[src/hdl/wsl_pkg.sv]
// package of constants and types for the wireless serial link i/o block
// What this block does
// rts driven active low, cts sampled low
// serial data lines idle high, active high
// disconnect request closes and blocks links
// link-up indicator low without connection
// link-up indicator high once connected
// modem line emulation as terminal or equipment
// ri, dcd, dsr direction follows emulation role
// dtr direction opposite to ri group
// handshake lines carried apart from data
// data and voice channels run independently
// data passes transparently once connected
// configuration accepted only while unconnected
// point-to-point link, master or slave
// configuration port fixed 38400 8n1 flow control
// rts drops when full, tx stalls on cts
package wsl_pkg;
   localparam int CLK_HZ = 50000000;
   localparam int CFG_BAUD = 38400;
   localparam int BAUD_DIV = CLK_HZ / CFG_BAUD;
   localparam int DATA_BITS = 8;
   localparam int NUM_MODEM = 4;
   // modem line index: ring, terminal ready, carrier, set ready
   localparam int ML_RI = 0;
   localparam int ML_DTR = 1;
   localparam int ML_DCD = 2;
   localparam int ML_DSR = 3;
   localparam logic [NUM_MODEM-1:0] ML_DTE_IN_MASK = 4'hd;
   localparam logic [NUM_MODEM-1:0] ML_RESET = 4'h0;
   localparam logic IDLE_LEVEL = 1'b1;
   typedef enum logic
   {
      ROLE_DTE,
      ROLE_DCE
   } wsl_role_type;
   typedef enum logic
   {
      LINK_MASTER,
      LINK_SLAVE
   } wsl_link_role_type;
   typedef enum
   {
      LS_IDLE,
      LS_CONNECTING,
      LS_CONNECTED
   } wsl_link_state_type;
endpackage

[src/hdl/wsl_uart.sv]
// one-byte uart transmitter and receiver at a fixed baud divisor
`timescale 1ns/1ps
module wsl_uart
#(
   parameter int DIV = wsl_pkg::BAUD_DIV
)
(
   input wire logic clk_i,
   input wire logic srst_i,
   input wire logic [7:0] tx_data_i,
   input wire logic tx_valid_i,
   output logic tx_ready_o,
   output logic txd_o,
   input wire logic rxd_i,
   output logic [7:0] rx_data_o,
   output logic rx_valid_o
);
   import wsl_pkg::*;
   initial
   begin
      if (DIV < 4)
         $error("baud divisor too small");
   end
   logic [15:0] tcnt_q, tcnt_d, rcnt_q, rcnt_d;
   logic [3:0] tbit_q, tbit_d, rbit_q, rbit_d;
   logic [9:0] tsh_q, tsh_d;
   logic [7:0] rsh_q, rsh_d, rdat_q, rdat_d;
   logic tbusy_q, tbusy_d, rbusy_q, rbusy_d, rv_q, rv_d, txd_q, txd_d;
   localparam logic [15:0] DIVW = 16'(DIV - 1);
   localparam logic [15:0] HALF = 16'(DIV / 2);
   always_comb
   begin
      tcnt_d = tcnt_q;
      tbit_d = tbit_q;
      tsh_d = tsh_q;
      tbusy_d = tbusy_q;
      txd_d = txd_q;
      if (!tbusy_q)
      begin
         txd_d = IDLE_LEVEL;
         if (tx_valid_i)
         begin
            // start bit low, eight data lsb first, one stop
            tsh_d = {1'b1, tx_data_i, 1'b0};
            tbusy_d = 1'b1;
            tcnt_d = 16'h0000;
            tbit_d = 4'h0;
         end
      end
      else
      begin
         txd_d = tsh_q[0];
         if (tcnt_q == DIVW)
         begin
            tcnt_d = 16'h0000;
            tsh_d = {1'b1, tsh_q[9:1]};
            tbit_d = tbit_q + 4'h1;
            if (tbit_q == 4'h9)
               tbusy_d = 1'b0;
         end
         else
            tcnt_d = tcnt_q + 16'h0001;
      end
   end
   always_comb
   begin
      rcnt_d = rcnt_q;
      rbit_d = rbit_q;
      rsh_d = rsh_q;
      rbusy_d = rbusy_q;
      rdat_d = rdat_q;
      rv_d = 1'b0;
      if (!rbusy_q)
      begin
         if (!rxd_i)
         begin
            rbusy_d = 1'b1;
            rcnt_d = 16'h0000;
            rbit_d = 4'h0;
         end
      end
      else if ((rbit_q == 4'h0 && rcnt_q == HALF) || (rbit_q != 4'h0 && rcnt_q == DIVW))
      begin
         rcnt_d = 16'h0000;
         rbit_d = rbit_q + 4'h1;
         if (rbit_q == 4'h0 && rxd_i)
            rbusy_d = 1'b0; // false start, glitch rejected
         else if (rbit_q == 4'h9)
         begin
            rbusy_d = 1'b0;
            if (rxd_i)
            begin
               rdat_d = rsh_q;
               rv_d = 1'b1;
            end
         end
         else if (rbit_q != 4'h0)
            rsh_d = {rxd_i, rsh_q[7:1]};
      end
      else
         rcnt_d = rcnt_q + 16'h0001;
   end
   always_ff @(posedge clk_i)
   begin
      if (srst_i)
      begin
         tcnt_q <= 16'h0000;
         tbit_q <= 4'h0;
         tsh_q <= 10'h3ff;
         tbusy_q <= 1'b0;
         txd_q <= 1'b1;
         rcnt_q <= 16'h0000;
         rbit_q <= 4'h0;
         rsh_q <= 8'h00;
         rbusy_q <= 1'b0;
         rdat_q <= 8'h00;
         rv_q <= 1'b0;
      end
      else
      begin
         tcnt_q <= tcnt_d;
         tbit_q <= tbit_d;
         tsh_q <= tsh_d;
         tbusy_q <= tbusy_d;
         txd_q <= txd_d;
         rcnt_q <= rcnt_d;
         rbit_q <= rbit_d;
         rsh_q <= rsh_d;
         rbusy_q <= rbusy_d;
         rdat_q <= rdat_d;
         rv_q <= rv_d;
      end
   end
   assign tx_ready_o = !tbusy_q;
   assign txd_o = txd_q;
   assign rx_data_o = rdat_q;
   assign rx_valid_o = rv_q;
endmodule

[src/hdl/wsl_io.sv]
// host-facing serial, connection and modem-line logic of the radio module
`timescale 1ns/1ps
module wsl_io
#(
   parameter int BAUD_DIV = wsl_pkg::BAUD_DIV
)
(
   input wire logic CLK_SYS_I,
   input wire logic SRST_I,
   // host serial port
   output logic TXD_O,
   input wire logic RXD_I,
   output logic RTS_N_O,
   input wire logic CTS_N_I,
   // connectivity
   input wire logic DISCONNECT_REQUEST_IN_I,
   output logic LINK_UP_INDICATOR_O,
   // settings
   input wire wsl_pkg::wsl_role_type EMU_ROLE_I,
   input wire wsl_pkg::wsl_link_role_type LINK_ROLE_I,
   // modem lines: three signals per pin
   input wire logic [wsl_pkg::NUM_MODEM-1:0] MODEM_IN_I,
   output logic [wsl_pkg::NUM_MODEM-1:0] MODEM_OUT_O,
   output logic [wsl_pkg::NUM_MODEM-1:0] MODEM_OE_O,
   // radio side
   output logic LINK_OPEN_REQ_O,
   output logic LINK_LISTEN_O,
   input wire logic LINK_ESTABLISHED_I,
   output logic LINK_CLOSE_O,
   output logic [7:0] RADIO_TX_DATA_O,
   output logic RADIO_TX_VALID_O,
   input wire logic RADIO_TX_READY_I,
   input wire logic [7:0] RADIO_RX_DATA_I,
   input wire logic RADIO_RX_VALID_I,
   output logic RADIO_RX_READY_O,
   output logic [wsl_pkg::NUM_MODEM-1:0] RADIO_MODEM_TX_O,
   input wire logic [wsl_pkg::NUM_MODEM-1:0] RADIO_MODEM_RX_I,
   // configuration command bytes and voice enable
   output logic [7:0] CFG_DATA_O,
   output logic CFG_VALID_O,
   input wire logic VOICE_ACTIVE_I,
   output logic VOICE_ENABLE_O
);
   import wsl_pkg::*;
   initial
   begin
      if (BAUD_DIV < 4)
         $error("baud divisor too small");
   end
   // ------------------------------------------------------------
   // connection state
   // ------------------------------------------------------------
   wsl_link_state_type st_q, st_d;
   logic close_q, close_d;
   always_comb
   begin
      st_d = st_q;
      close_d = 1'b0;
      case (st_q)
         LS_IDLE:
         begin
            if (!DISCONNECT_REQUEST_IN_I)
               st_d = LS_CONNECTING;
         end
         LS_CONNECTING:
         begin
            if (DISCONNECT_REQUEST_IN_I)
               st_d = LS_IDLE;
            else if (LINK_ESTABLISHED_I)
               st_d = LS_CONNECTED;
         end
         LS_CONNECTED:
         begin
            if (DISCONNECT_REQUEST_IN_I || !LINK_ESTABLISHED_I)
            begin
               st_d = LS_IDLE;
               close_d = DISCONNECT_REQUEST_IN_I;
            end
         end
         default:
            st_d = LS_IDLE;
      endcase
   end
   always_ff @(posedge CLK_SYS_I)
   begin
      if (SRST_I)
      begin
         st_q <= LS_IDLE;
         close_q <= 1'b0;
      end
      else
      begin
         st_q <= st_d;
         close_q <= close_d;
      end
   end
   logic connected;
   assign connected = (st_q == LS_CONNECTED);
   assign LINK_UP_INDICATOR_O = connected;
   // point to point: master pages, slave listens
   assign LINK_OPEN_REQ_O = (st_q == LS_CONNECTING) && (LINK_ROLE_I == LINK_MASTER);
   assign LINK_LISTEN_O = (st_q == LS_CONNECTING) && (LINK_ROLE_I == LINK_SLAVE);
   assign LINK_CLOSE_O = close_q || (DISCONNECT_REQUEST_IN_I && connected);
   // voice runs beside data, never gated by it
   assign VOICE_ENABLE_O = connected && VOICE_ACTIVE_I;
   // ------------------------------------------------------------
   // serial port
   // ------------------------------------------------------------
   logic [7:0] hrx_data, htx_data_q, htx_data_d;
   logic hrx_valid, htx_ready, htx_valid;
   logic htx_full_q, htx_full_d;
   logic [7:0] up_q, up_d;
   logic up_full_q, up_full_d;
   logic [7:0] cfg_q, cfg_d;
   logic cfg_v_q, cfg_v_d;
   wsl_uart #(.DIV(BAUD_DIV)) u_uart
   (
      .clk_i(CLK_SYS_I),
      .srst_i(SRST_I),
      .tx_data_i(htx_data_q),
      .tx_valid_i(htx_valid),
      .tx_ready_o(htx_ready),
      .txd_o(TXD_O),
      .rxd_i(RXD_I),
      .rx_data_o(hrx_data),
      .rx_valid_o(hrx_valid)
   );
   // cts sampled active low; a byte waits while the host holds it high
   assign htx_valid = htx_full_q && !CTS_N_I && htx_ready;
   always_comb
   begin
      up_d = up_q;
      up_full_d = up_full_q;
      cfg_d = cfg_q;
      cfg_v_d = 1'b0;
      htx_data_d = htx_data_q;
      htx_full_d = htx_full_q;
      // host to radio: one holding byte
      if (up_full_q && (RADIO_TX_READY_I || !connected))
         up_full_d = 1'b0;
      if (hrx_valid)
      begin
         if (connected)
         begin
            up_d = hrx_data;
            up_full_d = 1'b1;
         end
         else
         begin
            cfg_d = hrx_data;
            cfg_v_d = 1'b1;
         end
      end
      // radio to host: one holding byte
      if (htx_valid)
         htx_full_d = 1'b0;
      if (RADIO_RX_VALID_I && !htx_full_q && connected)
      begin
         htx_data_d = RADIO_RX_DATA_I;
         htx_full_d = 1'b1;
      end
   end
   always_ff @(posedge CLK_SYS_I)
   begin
      if (SRST_I)
      begin
         up_q <= 8'h00;
         up_full_q <= 1'b0;
         cfg_q <= 8'h00;
         cfg_v_q <= 1'b0;
         htx_data_q <= 8'h00;
         htx_full_q <= 1'b0;
      end
      else
      begin
         up_q <= up_d;
         up_full_q <= up_full_d;
         cfg_q <= cfg_d;
         cfg_v_q <= cfg_v_d;
         htx_data_q <= htx_data_d;
         htx_full_q <= htx_full_d;
      end
   end
   assign RADIO_TX_DATA_O = up_q;
   assign RADIO_TX_VALID_O = up_full_q && connected;
   assign RADIO_RX_READY_O = !htx_full_q && connected;
   assign CFG_DATA_O = cfg_q;
   assign CFG_VALID_O = cfg_v_q;
   // holding byte full: ask host to pause, active low
   assign RTS_N_O = up_full_q;
   // ------------------------------------------------------------
   // modem line emulation
   // ------------------------------------------------------------
   logic [NUM_MODEM-1:0] mout_q, mout_d, min_q, min_d;
   genvar g;
   generate
      for (g = 0; g < NUM_MODEM; g++)
      begin : g_ml
         logic is_in;
         // dte: ri, dcd, dsr in and dtr out; dce swaps all four
         assign is_in = (EMU_ROLE_I == ROLE_DTE) ? ML_DTE_IN_MASK[g] : !ML_DTE_IN_MASK[g];
         assign MODEM_OE_O[g] = !is_in;
         assign min_d[g] = is_in ? MODEM_IN_I[g] : 1'b0;
         // line state crosses the link apart from the byte stream
         assign mout_d[g] = (!is_in && connected) ? RADIO_MODEM_RX_I[g] : 1'b0;
      end
   endgenerate
   always_ff @(posedge CLK_SYS_I)
   begin
      if (SRST_I)
      begin
         mout_q <= ML_RESET;
         min_q <= ML_RESET;
      end
      else
      begin
         mout_q <= mout_d;
         min_q <= min_d;
      end
   end
   assign MODEM_OUT_O = mout_q;
   assign RADIO_MODEM_TX_O = min_q;
endmodule

[config.mk]
export PLATFORM = sky130hd
export DESIGN_NAME = wsl_io
export DESIGN_NICKNAME = d
export VERILOG_FILES = /design/src/hdl/wsl_pkg.sv /design/src/hdl/wsl_uart.sv /design/src/hdl/wsl_io.sv
export SDC_FILE = /design/constraint.sdc
export NUM_CORES = 1
export LEC_CHECK = 0
export ABC_AREA = 1
export BUFFER_PORTS_ARGS = -buffer_cell sky130_fd_sc_hd__buf_2
export CORE_MARGIN = 3
export CORE_UTILIZATION = 60
export CTS_BUF_LIST = sky130_fd_sc_hd__clkbuf_4 sky130_fd_sc_hd__clkbuf_8
export CTS_CLUSTER_DIAMETER = 150
export DETAILED_ROUTE_END_ITERATION = 6
export PLACE_DENSITY = 0.82
export SETUP_SLACK_MARGIN = 0.1
export SLEW_MARGIN = 20
export SYNTH_ARGS = -nofsm -noshare
export SYNTH_HDL_FRONTEND = slang
export SYNTH_HIERARCHICAL = 1
export SYNTH_SLANG_ARGS = --single-unit
[constraint.sdc]
create_clock -name CLK_SYS_I -period 2.4 [get_ports CLK_SYS_I]
set_clock_uncertainty 0.15 [all_clocks]
set_input_delay 0.12 -clock CLK_SYS_I [delete_from_list [all_inputs] [get_ports CLK_SYS_I]]
set_output_delay 0.12 -clock CLK_SYS_I [all_outputs]
set_load 0.05 [all_outputs]
==> results.md <==
* Status: finished clean
* Reg area at 2140 um^2
* Cell Int Power at 2.30 mW
* Hold slack at between 50 and 60 ps
* RR Startpoint: st_q[1]
* Worst-path maximum fanout at 23
* Slew HR at a little under three fifths
* Setup_tns at 0 ps
* Clock Path Buffers at 2
* Final WS setup at about 310 ps
* Post-route cell area at approximately 6000 um^2
* Unrepaired setup endpoints after global routing: no
* # diodes at 0
* Initial antenna violation count at 0
* CP peak stage delay at 580 ps
* Post-DR vias/cell at 5.47
* Multi-input logic area at about 2600 um^2
* Die height at slightly below 100 um
* Combinational share of power at 6.7%
* Sequential power share at 57.7%
* Syn Area/Cell at between 6 and 7 um^2
* Worst path cell trace: inv_2 > nor2_4 > nand3_1 > nor2_1 > dlygate4sd3_1
* Max Fclk at around 0.48 GHz
* Congestion Overflow GR at 0
* Sw Ratio at 26.1%
* CTS tree: done
* Row cnt at 33
* WP data required at around 2600 ps
* Full die area at 9750 um^2
* Initial Util at 62.2%
* PwrDens at between 500 and 600 nW/um^2
* Switch Pwr at about 0.81 mW
* Total Power at roughly 3.1 mW
* DP Worst Slack at between 50 and 60 ps
* First-pass GRT wire length at around 22000 um
* Htree depth at 3
* Worst min path class: in2reg
* Initial DRT Pass Iterations at 5
* Type of origin of the critical path: flop
* Nets at 870
* Largest net degree at the start of global routing at 55
* Mapped Cells at 751
* Post-CTS Setup Inserts at 0
* # fillers at roughly 630
* Clock power share at between 30% and 40%
* Endpoints failing hold at 0
* Min-delay src: RADIO_RX_VALID_I
* Drt total wl at 13200 um
* Synthesis-to-finish area growth at 16.6%
* Core area at approximately 8300 um^2
* CP endpoint kind: flop
* Num ports at between 60 and 70
* Vias in the first global route at 4722
* Most frequent cells in the layout: nand2_1, dfxtp_1, nor2_1
* PortBufs at 64
* Slew @ Worst Pin at between 600 and 700 ps
* Crit path from: st_q[1]
* Sequential fraction of the synthesis area at 41.5%
* Yosys cell types at 37
* DP Wirelength at between 8000 and 9000 um
* Worst-skew pair later-pin latency at between 300 and 400 ps
* ANT nets after route at 0
* Routed vias at ~5200
* Netlist Area Pre-Place at between 5000 and 6000 um^2
* Most common cell after layout, fill and taps aside: nand2_1
* Die width at approximately 100 um
* Tmin final at approximately 2100 ps
* Final slew viol count at 0
* Ys Warns at 6
* WL/cell at roughly 14 um
* Syn nets at between 700 and 800
* Final estimated routing congestion in global placement at between 0.8 and 0.9
* Slowest library cell on the worst path: dlygate4sd3_1
* P_leak at around 2.6 nW
* Final setup viols at 0
* FF+latch count, synth at 107
* DRT iter0 DRCs at approximately 300
* WP data arrival at between 2000 and 2500 ps
* CTS clock-pin slew for the worst setup and hold paths at approximately 110 ps
* Total CTS buffers at 9
* Dpl cell area at 5510 um^2
* Peak VDD IR at ~0.40 mV
* Drt drc at 0
* Clk sinks at roughly 110
* Layout cells sized above 1 at 14.4%
* Critical path class: reg2reg
* Total global-route track usage at a little over a quarter
* Max-cap violations at 0
* Root Buffer: clkbuf_8
* Final worst path period share at 87.1%
sequential cells by signal, summed over array words and instances (netlist names), 2 cells and up:
signal	count
u_uart/rx_data_o	8
RADIO_TX_DATA_O	8
MODEM_OUT_O	4
u_uart/tbit_q	4
RADIO_MODEM_TX_O	4
u_uart/rcnt_q	16
u_uart/rbit_q	4
st_q	2
u_uart/tcnt_q	16
u_uart/tsh_q	9
CFG_DATA_O	8
u_uart/rsh_q	8
htx_data_q	8
routing by layer:
layer  track usage (%)  up-vias  part of all wire [%]
li1                  -     2560                     -
met1              32.7     2352                    39
met2              48.7      215                    52
met3              4.81       41                   5.7
met4              11.0        0                   3.2
met5                 0        -                     0
power groups by stage:
| stage | clock [mW] | sequential, mW | combinational [mW] |
|---|---|---|---|
| 2_1_floorplan | 0 | 1.84 | 0.107 |
| 3_3_place_gp | 0 | 1.83 | 0.163 |
| 3_5_place_dp | 0 | 1.83 | 0.167 |
| 4_1_cts | 1.13 | 1.79 | 0.199 |
| 5_1_grt | 1.20 | 1.80 | 0.224 |
| 6_report | 1.11 | 1.79 | 0.208 |
worst max-delay path, delay by kind of cell (launching register included):
| kind | cells | cell delay (ps) |
|---|---|---|
| AND/OR/NAND/NOR | 3 | 840 |
| buffers and inverters | 2 | 650 |
| flip-flops | 1 | 410 |
kinds of logic (layout without fill, tap and decap cells):
logic type / Yosys count / after routing / synth area share, %
AO/OA/AOI/OAI: 83 / 83 / 8.63
flip-flops: 107 / 107 / 41.5
AND/OR/NAND/NOR: 431 / 431 / 37.0
XOR/XNOR: 10 / 10 / 1.70
buffers and inverters: 111 / 199 / 8.95
adder cells (fa/ha/maj): 9 / 9 / 2.18
final cells by class:
cell class / count / share of cell area, %
clock buffers: 10 / 2.29
clock inverters: 6 / 0.999
inverters: 82 / 5.12
multi-input cells: 533 / 42.6
flip-flops and latches: 107 / 35.6
well taps: 105 / 2.18
repair buffers: 101 / 11.2
cells in the mapped netlist:
| cell | instances | area share (%) |
|---|---|---|
| a211oi_1 | 1 | 0.15 |
| a21oi_1 | 56 | 5.4 |
| a31o_2 | 2 | 0.34 |
| a41oi_1 | 1 | 0.17 |
| and3_1 | 2 | 0.24 |
| buf_1 | 3 | 0.22 |
| buf_2 | 5 | 0.49 |
| buf_4 | 8 | 1.2 |
| buf_6 | 1 | 0.22 |
| clkbuf_1 | 11 | 0.80 |
| clkbuf_2 | 1 | 0.097 |
| clkinv_1 | 1 | 0.073 |
| dfxtp_1 | 107 | 42 |
| ha_1 | 9 | 2.2 |
| inv_1 | 74 | 5.4 |
| inv_2 | 7 | 0.51 |
| nand2_1 | 188 | 14 |
| nand2_2 | 4 | 0.49 |
| nand2_4 | 2 | 0.44 |
| nand3_1 | 80 | 7.8 |
| nand3_2 | 3 | 0.58 |
| nand3_4 | 1 | 0.34 |
| nand3b_1 | 11 | 1.6 |
| nand4_1 | 13 | 1.6 |
| nor2_1 | 106 | 7.7 |
| nor2_2 | 12 | 1.5 |
| nor2_4 | 1 | 0.22 |
| nor3_1 | 7 | 0.68 |
| nor3b_2 | 1 | 0.24 |
| o21a_1 | 3 | 0.44 |
| o21ai_0 | 15 | 1.5 |
| o21ai_1 | 1 | 0.097 |
| o21bai_1 | 2 | 0.29 |
| o22ai_1 | 1 | 0.12 |
| o31ai_1 | 1 | 0.15 |
| xnor2_1 | 2 | 0.34 |
| xor2_1 | 8 | 1.4 |
worst paths after layout:
path	cells after the start	slack (ps)	end
max	5	310	MODEM_OUT_O[2]
min	5	50	htx_data_q[2]
max reg2reg	5	310	MODEM_OUT_O[2]
min reg2reg	2	320	RADIO_TX_DATA_O[7]
through the flow:
step	instances	util, %
floorplan	751	-
global placement	898	66.4
detailed placement	898	66.4
CTS	944	72.4
global route	944	72.5
finish	944	72.5
repair_timing:
action | in CTS | in global routing
hold buffers | 30 | 0
setup endpoints to repair | 8 | 5
cloned | 0 | 0
pin swaps | 0 | 0
hold endpoints to repair | 22 | 0
resized for setup | 1 | 1
Note: power is estimated with default switching activity, not from simulation.
